==> src/pkg/cgcb_pkg.sv <==
// constants for the clock generator control byte bank
package cgcb_pkg;
    // byte offsets
    localparam logic [7:0] CGCB_OFS_SEL_STOP = 8'h00;
    localparam logic [7:0] CGCB_OFS_HOST_EN  = 8'h01;
    // byte zero field positions
    localparam int CGCB_B0_SEL_A   = 0;
    localparam int CGCB_B0_SEL_B   = 1;
    localparam int CGCB_B0_SEL_C   = 2;
    localparam int CGCB_B0_PSTOP   = 3;
    localparam int CGCB_B0_HSTOP   = 4;
    localparam int CGCB_B0_VSEL    = 5;
    localparam int CGCB_B0_UNUSED  = 6;
    localparam int CGCB_B0_SPREAD  = 7;
    // byte one field positions
    localparam int CGCB_B1_EN0     = 0;
    localparam int CGCB_B1_FREE0   = 3;
    localparam int CGCB_B1_UNUSED  = 6;
    localparam int CGCB_B1_MULT    = 7;
    localparam int CGCB_NPAIR      = 3;
    // reset values
    localparam logic       CGCB_RST_PSTOP  = 1'b1;
    localparam logic       CGCB_RST_VSEL   = 1'b0;
    localparam logic       CGCB_RST_SPREAD = 1'b0;
    localparam logic [2:0] CGCB_RST_EN     = 3'h7;
    localparam logic [2:0] CGCB_RST_FREE   = 3'h0;
    // sequencer timing, 250 mhz clock
    localparam int CGCB_CLK_KHZ      = 250000;
    localparam int CGCB_STABLE_US    = 3000;
    // short delays keep power-up well inside the bound and a full bench run brief
    localparam int CGCB_PLL_DLY_US   = 10;
    localparam int CGCB_OUT_DLY_US   = 100;
    localparam int CGCB_PLL_DLY_CYC  = CGCB_PLL_DLY_US * (CGCB_CLK_KHZ / 1000);
    localparam int CGCB_OUT_DLY_CYC  = CGCB_OUT_DLY_US * (CGCB_CLK_KHZ / 1000);
    localparam int CGCB_STABLE_CYC   = CGCB_STABLE_US * (CGCB_CLK_KHZ / 1000);
    localparam int CGCB_CNT_W        = 20;
    typedef enum logic [1:0] {CGCB_WAIT, CGCB_PLL, CGCB_SETTLE, CGCB_RUN} cgcb_state_t;
endpackage : cgcb_pkg

==> src/hw/cgcb_sync.sv <==
// two-flop synchroniser for a group of pin levels
`timescale 1ns/10ps
`default_nettype none
module cgcb_sync #(
    parameter int W = 1
) (
    // clock and reset
    input  wire logic         clk,
    input  wire logic         arst_n,
    // pins in, synced levels out
    input  wire logic [W-1:0] pin_in,
    output logic      [W-1:0] sync_out
);
    logic [W-1:0] meta_q;

    // first flop feeds only the second
    always_ff @(posedge clk or negedge arst_n)
    begin
        if (!arst_n)
        begin
            meta_q   <= '0;
            sync_out <= '0;
        end
        else
        begin
            meta_q   <= pin_in;
            sync_out <= meta_q;
        end
    end
endmodule : cgcb_sync
`default_nettype wire

==> src/hw/cgcb_regs.sv <==
// control byte bank and power-up sequencer of the clock generator
// Behaviour
// - byte0 bits 0-2 read the three frequency-select pins latched at power-up.
// - byte0 bit3 writable; readback and peripheral gating use bit AND stop pin.
// - byte0 bit4 reads the live host-clock stop pin.
// - byte0 bit5 picks 66 or 48 MHz on shared output; resets to 66.
// - byte1 bits 3-5 decide per pair whether the stop pin halts it.
// - stop gating bits reset to 0, so pairs obey the stop pin.
// - byte1 bit7 reads the multiplier-select pin latched at startup.
// - supply-sense event starts a timed sequence; first step latches pins.
// - latched pin levels set the mode and hold while powered.
// - one cycle after latch enable pll; after two further delays enable clock outputs.
// - outputs run within 3 ms of supply good.
`timescale 1ns/10ps
`default_nettype none
module cgcb_regs
    import cgcb_pkg::*;
(
    // clock and reset
    input  wire logic       clk,
    input  wire logic       arst_n,
    // supply sense and strap pins
    input  wire logic       supply_good,
    input  wire logic [2:0] freq_sel_pins,
    input  wire logic       mult_sel_pin,
    // stop pins
    input  wire logic       periph_stop_pin,
    input  wire logic       host_stop_pin,
    // byte access port
    input  wire logic       reg_wr,
    input  wire logic       reg_rd,
    input  wire logic [7:0] reg_addr,
    input  wire logic [7:0] reg_wdata,
    output logic      [7:0] reg_rdata,
    // sequencer state
    output logic            pll_enable,
    output logic            clocks_enable,
    output logic            mode_valid,
    // mode and gating outputs
    output logic      [2:0] freq_sel_mode,
    output logic            multiplier_select_snapshot,
    output logic            periph_clocks_run,
    output logic            video_clock_source_select,
    output logic            spread_enable,
    output logic      [2:0] host_pair_run
);
    logic [2:0]  sel_pins_s;
    logic        mult_s;
    logic        pstop_s;
    logic        hstop_s;
    logic        sgood_s;
    logic [2:0]  freq_sel_snapshot_q;
    logic        mult_q;
    logic        pstop_bit_q;
    logic        vsel_q;
    logic        spread_q;
    logic [2:0]  pair_en_q;
    logic [2:0]  pair_free_q;
    logic        latch_done_q;
    logic [CGCB_CNT_W-1:0] cnt_q;
    cgcb_state_t state_q;
    logic        pstop_eff;
    logic [7:0]  byte0;
    logic [7:0]  byte1;

    // synchronise all pin inputs, two flops each
    cgcb_sync #(.W(7)) u_sync (
        .clk      (clk),
        .arst_n   (arst_n),
        .pin_in   ({supply_good, host_stop_pin, periph_stop_pin, mult_sel_pin, freq_sel_pins}),
        .sync_out ({sgood_s, hstop_s, pstop_s, mult_s, sel_pins_s})
    );

    // power-up sequencer; delays are kept well inside the 3 ms stable bound
    always_ff @(posedge clk or negedge arst_n)
    begin
        if (!arst_n)
        begin
            state_q <= CGCB_WAIT;
            cnt_q   <= '0;
        end
        else
        begin
            case (state_q)
                CGCB_WAIT:
                    if (sgood_s)
                    begin
                        state_q <= CGCB_PLL;
                        cnt_q   <= '0;
                    end
                CGCB_PLL:
                    if (cnt_q == CGCB_CNT_W'(CGCB_PLL_DLY_CYC - 1))
                    begin
                        state_q <= CGCB_SETTLE;
                        cnt_q   <= '0;
                    end
                    else
                        cnt_q <= cnt_q + 1'b1;
                CGCB_SETTLE:
                    if (cnt_q == CGCB_CNT_W'(CGCB_OUT_DLY_CYC - 1))
                        state_q <= CGCB_RUN;
                    else
                        cnt_q <= cnt_q + 1'b1;
                default:
                    state_q <= CGCB_RUN;                   // stays until power goes
            endcase
        end
    end

    // strap capture on the supply-sense event, held until reset
    always_ff @(posedge clk or negedge arst_n)
    begin
        if (!arst_n)
        begin
            freq_sel_snapshot_q <= '0;
            mult_q              <= 1'b0;
            latch_done_q        <= 1'b0;
        end
        else if (state_q == CGCB_WAIT && sgood_s && !latch_done_q)
        begin
            freq_sel_snapshot_q <= sel_pins_s;
            mult_q              <= mult_s;
            latch_done_q        <= 1'b1;
        end
    end

    // writable control bits of byte zero
    always_ff @(posedge clk or negedge arst_n)
    begin
        if (!arst_n)
        begin
            pstop_bit_q <= CGCB_RST_PSTOP;
            vsel_q      <= CGCB_RST_VSEL;
            spread_q    <= CGCB_RST_SPREAD;
        end
        else if (reg_wr && reg_addr == CGCB_OFS_SEL_STOP)
        begin
            pstop_bit_q <= reg_wdata[CGCB_B0_PSTOP];
            vsel_q      <= reg_wdata[CGCB_B0_VSEL];
            spread_q    <= reg_wdata[CGCB_B0_SPREAD];
        end
    end

    // writable control bits of byte one; bit 6 and 7 are not stored
    always_ff @(posedge clk or negedge arst_n)
    begin
        if (!arst_n)
        begin
            pair_en_q   <= CGCB_RST_EN;
            pair_free_q <= CGCB_RST_FREE;
        end
        else if (reg_wr && reg_addr == CGCB_OFS_HOST_EN)
        begin
            pair_en_q   <= reg_wdata[CGCB_B1_EN0 +: CGCB_NPAIR];
            pair_free_q <= reg_wdata[CGCB_B1_FREE0 +: CGCB_NPAIR];
        end
    end

    // readback images; bit4 is the live pin, bit6 always zero
    always_comb
    begin
        pstop_eff = pstop_bit_q & pstop_s;
        byte0 = '0;
        byte0[CGCB_B0_SEL_C:CGCB_B0_SEL_A] = freq_sel_snapshot_q;
        byte0[CGCB_B0_PSTOP]  = pstop_eff;
        byte0[CGCB_B0_HSTOP]  = hstop_s;
        byte0[CGCB_B0_VSEL]   = vsel_q;
        byte0[CGCB_B0_UNUSED] = 1'b0;
        byte0[CGCB_B0_SPREAD] = spread_q;
        byte1 = '0;
        byte1[CGCB_B1_EN0 +: CGCB_NPAIR]   = pair_en_q;
        byte1[CGCB_B1_FREE0 +: CGCB_NPAIR] = pair_free_q;
        byte1[CGCB_B1_UNUSED] = 1'b0;
        byte1[CGCB_B1_MULT]   = mult_q;
    end

    // registered read data; unmapped offsets read zero
    always_ff @(posedge clk or negedge arst_n)
    begin
        if (!arst_n)
            reg_rdata <= '0;
        else if (reg_rd)
        begin
            if (reg_addr == CGCB_OFS_SEL_STOP)
                reg_rdata <= byte0;
            else if (reg_addr == CGCB_OFS_HOST_EN)
                reg_rdata <= byte1;
            else
                reg_rdata <= '0;
        end
    end

    // registered mode and gating outputs
    always_ff @(posedge clk or negedge arst_n)
    begin
        if (!arst_n)
        begin
            pll_enable                 <= 1'b0;
            clocks_enable              <= 1'b0;
            mode_valid                 <= 1'b0;
            freq_sel_mode              <= '0;
            multiplier_select_snapshot <= 1'b0;
            periph_clocks_run          <= 1'b0;
            video_clock_source_select  <= CGCB_RST_VSEL;
            spread_enable              <= CGCB_RST_SPREAD;
            host_pair_run              <= '0;
        end
        else
        begin
            pll_enable                 <= (state_q != CGCB_WAIT);
            clocks_enable              <= (state_q == CGCB_RUN);
            mode_valid                 <= latch_done_q;
            freq_sel_mode              <= freq_sel_snapshot_q;
            multiplier_select_snapshot <= mult_q;
            periph_clocks_run          <= (state_q == CGCB_RUN) && pstop_eff;
            video_clock_source_select  <= vsel_q;
            spread_enable              <= spread_q;
            // a pair runs if enabled and either free or stop pin not asserted
            for (int i = 0; i < CGCB_NPAIR; i++)
                host_pair_run[i] <= (state_q == CGCB_RUN) && pair_en_q[i]
                                    && (pair_free_q[i] || hstop_s);
        end
    end
endmodule : cgcb_regs
`default_nettype wire

==> config.mk <==
export PLATFORM = sky130hd
export DESIGN_NAME = cgcb_regs
export DESIGN_NICKNAME = d
export VERILOG_FILES = /design/src/pkg/cgcb_pkg.sv /design/src/hw/cgcb_sync.sv /design/src/hw/cgcb_regs.sv
export SDC_FILE = /design/constraint.sdc
export NUM_CORES = 1
export LEC_CHECK = 0
export BUFFER_PORTS_ARGS = -buffer_cell sky130_fd_sc_hd__buf_2
export CORE_ASPECT_RATIO = 1.2
export CORE_MARGIN = 10
export CORE_UTILIZATION = 45
export DETAILED_ROUTE_END_ITERATION = 16
export GPL_TIMING_DRIVEN = 0
export PLACE_DENSITY = 0.62
export SLEW_MARGIN = 40
export SYNTH_ARGS = -nofsm -noshare
export SYNTH_HDL_FRONTEND = slang
export SYNTH_HIERARCHICAL = 1
export SYNTH_SLANG_ARGS = --single-unit
==> constraint.sdc <==
create_clock -name clk -period 5.5 [get_ports clk]
set_input_delay 1.1 -clock clk [delete_from_list [all_inputs] [get_ports clk]]
set_output_delay 1.1 -clock clk [all_outputs]
set_load 0.005 [all_outputs]
-- After elaboration in Yosys (flattened, before gate mapping)
Index checks and enable logic that the tools add are counted.
- input port bits: 27
- output and inout port bits: 21
- logic and storage cells: 65
- bits in registers: 71
- bitwise operators: 1
- equal/unequal tests: 10
- reductions and logical operators: 21
- muxes and demuxes: 10
- $add $sub $neg: 1
- operators with widths (kind ; count):
    two-way mux 20 bit ; 3
    case mux 20 bit (3 select lines) ; 1
    adder 20 x 1 -> 20 bit, second input constant ; 1
    == test 20 x 12 -> 1 bit, second input constant ; 1
    == test 20 x 15 -> 1 bit, second input constant ; 1
    two-way mux 8 bit ; 2
    logical AND 1 bit ; 11
    == test 8 x 1 -> 1 bit, second input constant ; 1
    zero test 8 bit ; 1
    two-way mux 2 bit ; 3
    inequality test 2 bit, second input constant ; 3
    case mux 2 bit (3 select lines) ; 1
    AND reduction 3 bit ; 2
    == test 2 bit, second input constant ; 2
    logical OR 1 bit ; 3
    nonzero test 3 bit ; 1
    == test 2 x 1 -> 1 bit, second input constant ; 1
    zero test 2 bit ; 1
    inequality test 2 x 1 -> 1 bit, second input constant ; 1
    nonzero test 2 bit ; 1
    AND 1 bit ; 1
    zero test 1 bit ; 1

-- Longest topological paths before layout
- depth after elaboration: 3
- mapped depth: 7
- mapped depth without buffers: 7

-- Hierarchy
The synthesis kept the hierarchy.
- modules (own cells, without submodules) (module ; seq. area each (µm²) ; instances ; cells each ; area each (µm²)):
    cgcb_regs ; 1406.3 ; 1 ; 228 ; 2582.5
    cgcb_sync ; 350.3 ; 1 ; 14 ; 350.3

-- Worst setup path after synthesis
OpenSTA, ideal clock, no wires.
- path type: input to register
- start point: in reg_addr[6]
- end point: reg spread_q
- arrival: 2.191 ns
- stages: 5
- path buffers: 0
- setup slack: 3.184 ns
- data required time: 5.375 ns
- setup time: 0.125 ns
- path through: nor4_1 -> nand2_1 -> nor2_1 -> nand2_1 -> mux2_2
- longest elaborated chain between the ends: 2
- ends and longest elaborated chain (element ; RTL line ; RTL):
    start, declared ; cgcb_regs.sv:32 ; input wire logic [7:0] reg_addr,
    zero test 8 bit ; cgcb_regs.sv:136 ; else if (reg_wr && reg_addr == CGCB_OFS_SEL_STOP)
    logical AND 1 bit ; cgcb_regs.sv:136 ;
    end signal, assigned ; cgcb_regs.sv:140 ; spread_q <= reg_wdata[CGCB_B0_SPREAD];
    end, declared ; cgcb_regs.sv:56 ; logic spread_q;
Every way passes these cells.
A chain may end at the register's enable or synchronous reset.

-- Worst setup path in the final report
Ends and elaborated chain as after synthesis.

==> results.md <==
- Worst VDD drop: 144.7 uV
- Via count: 2015
- Final Skew: 0.007268 ns
- Worst Setup Slack post-DPL: 2.738 ns
- DRT Pass-1 Iters: 4
- Footprint of the multi-input gates: 1117 sq um
- Vias in the first global route: 2048
- Synth top area share: 56.31%
- Fin. max-slew vios: 0
- Worst-Margin Slew: 0.7570 ns
- TritonCTS Buffers: 9
- CTS H-tree lvls: 3
- Post-synth EDFFs: 0
- DRC Markers: 0
- DRT Wirelength: 5.950 mm
- Port Buffers: 45
- CP Cell Sequence: buf_2 > nor4_1 > nand2_1 > nor2_1 > nand2_1 > mux2_2
- Dominant cell type by area after synthesis: dfrtp_1
- Cts hold-fix bufs: 0
- Post-cts gate resize count: 0
- Most common cell on crit path: nand2_1
- Gr ovfl total: 0
- Die area: 10160 sq um
- CP bufs+invs: 1
- Clk Latency, worst-skew pair: 0.34 ns
- CTS tree: done
- Placed cell areas: 3298 sq um
- Core Area: 6366 sq um
- Layout cells sized above 1: 32.24%
- Mapped cell area: 2933 sq um
- Maximum number of buffers from clock root to sink: 2
- RSZ-0062 raised after global routing: no
- Commonest cells post-synth: dfrtp_1, nor2_1, mux2_2, nand2_1, nand3_1
- Yosys Warn Count: 6
- Ant. Diodes: 0
- Setup bufs post-CTS: 0
- Post-DR wirelength/cell: 15.30 microns
- Cell variety after synth: 46
- CTS Sinks: 70
- Outcome: complete, no violations
- Vias per cell: 5.180
- Final Hold Viols: 0
- Count leader, synth: dfrtp_1
- Die width: 93.70 microns
- Final worst-path cycle share: 43.08%
- CP Launch Type: primary input
- Synth Register Bits: 70
- Top post-synthesis cells by area: dfrtp_1, mux2_2, dfstp_2
- Total global-route track usage: 12.40%
- Leak: 1.627 nW
- CP delay by family, top: simple AND/OR/NAND/NOR gates
- FP Rows: 32
- CP Capture Type: register
- Initial Util: 46.07%
- PnR Total Power: 1.023 mW
- Worst Slack Setup Final: 3.130 ns
- Cells after synthesis: 242
- Setup violators final: 0
- Fin area: 3490 sq um
- Fillcell total: 570
- Crit-path slowest cell: nor2_1
- Critical path fanouts, max: 8
- Die height: 108.4 microns
- CTS clock-pin slew for the worst setup and hold paths: 0.08 ns
- Drt initial violations: 60
- Max-cap violation count: 0
- Final TNS setup: 0 ns
- Root Driver: clkbuf_8
- Gpl congestion: 0.8501
- Seq/Total Area, Yosys: 59.90%
- Crit path largest cell delay: 0.47 ns
- Layout area overhead: 18.98%
- Final HPWL DP: 4.357 mm
- Synth Net Count: 276
- Hold_ws: 0.3470 ns
- Synth async-reset ratio: 100.0%
- Io pins: 48
- Detail Route Antenna Nets: 0
- Pwr/cell area: 293.1 nW/um^2
- WS Path Type: primary input to register
- Avg Cell Area, Syn: 12.12 sq um
- Global-route wire length before repair: 9.929 mm
- Register area: 1757 sq um
- Crit path DAT: 2.59 ns
- Fmax: 422.0 MHz
- Initial antenna violation count: 0
- Largest net degree at the start of global routing: 53
- Main synth FF type: dfrtp_1
- Slew margin rel.: 49.07%
- Final min period: 2.370 ns
- HP Class: register to register
- NumNets Final: 333
- Critical path data required time: 5.73 ns
[cell type report]
type | count | area share (%)
Timing Repair Buffer | 46 | 7.422
Inverter | 7 | 0.7530
Clock inverter | 6 | 1.829
Clock buffer | 10 | 3.657
Multi-Input combinational cell | 160 | 32.02
Tap cell | 85 | 3.048
Buffer | 5 | 0.9322
Sequential cell | 70 | 50.34
[worst paths after layout]
check                           depth (start not counted)                 end  slack (ns)             start
max in group asynchronous                               2        pair_en_q[1]        4.37            arst_n
worst min register to register                          0  u_sync/sync_out[5]        0.35  u_sync/meta_q[5]
min in group asynchronous                               1        reg_rdata[5]        0.58            arst_n
worst max register to register                          7            cnt_q[6]        3.20        state_q[0]
worst min-delay path                                    0  u_sync/sync_out[5]        0.35  u_sync/meta_q[5]
worst max-delay path                                    6            spread_q        3.13       reg_addr[6]
[flip-flops by register name, summed over array words and instances (netlist names)]
| signal | flops |
|---|---|
| cnt_q | 20 |
| host_pair_run | 3 |
| multiplier_select_snapshot | 1 |
| pair_free_q | 3 |
| vsel_q | 1 |
| mode_valid | 1 |
| periph_clocks_run | 1 |
| pstop_bit_q | 1 |
| u_sync/meta_q | 7 |
| spread_enable | 1 |
| clocks_enable | 1 |
| pair_en_q | 3 |
| mult_q | 1 |
| freq_sel_snapshot_q | 3 |
| u_sync/sync_out | 7 |
| reg_rdata | 7 |
| video_clock_source_select | 1 |
| pll_enable | 1 |
| freq_sel_mode | 3 |
| latch_done_q | 1 |
| spread_q | 1 |
| state_q | 2 |
[worst register-to-register path, delay by kind of cell, from the launching register on]
family,cells,cell delay (ns)
and+or+nand+nor,3,0.77
AOI/OAI and AO/OA,2,0.61
DFF,1,0.43
adders and majority gates,1,0.26
buffers and inverters,1,0.10
[cells by family after synthesis]
family | synth area share (%)
adder cells (fa/ha/maj) | 2.986
multiplexers | 5.674
buffers and inverters | 2.005
flip-flops | 59.90
other | 0.1279
AND/OR/NAND/NOR | 17.24
AO/OA/AOI/OAI | 7.594
XOR/XNOR | 4.480
[layout by cell type (no fill, tap or decap), types with 7 or more instances in the layout]
| master | count |
|---|---|
| dfrtp_1 | 66 |
| buf_2 | 46 |
| nor2_1 | 18 |
| mux2_2 | 13 |
| nand3_1 | 12 |
| nand2_1 | 12 |
| nor2_2 | 11 |
| a21oi_1 | 9 |
| clkbuf_8 | 9 |
| xor2_1 | 8 |
| inv_1 | 7 |
| xnor2_1 | 7 |
| ha_1 | 7 |
[where the power goes]
part / switching, mW / internal, mW / leakage (nW)
sequential: 0.0171 / 0.546 / 0.879
combinational: 0.0285 / 0.0293 / 0.656
clock: 0.194 / 0.209 / 0.0923
total: 0.239 / 0.784 / 1.63
[stage by stage]
step	cells	util [%]
2_1_floorplan	242	-
3_3_place_gp	372	51.28
3_5_place_dp	373	51.81
4_1_cts	389	54.82
5_1_grt	389	54.82
6_report	389	54.82
[per-layer routing]
| metal | vias to the layer above | GRT usage, % | wire [microns] |
|---|---|---|---|
| li1 | 965 | - | - |
| met2 | 63 | 19.54 | 2814 |
| met5 | - | 0 | 0 |
| met4 | 0 | 5.217 | 91 |
| met1 | 976 | 14.09 | 2500 |
| met3 | 11 | 5.964 | 544 |
Power figures use the tool's default switching activity.
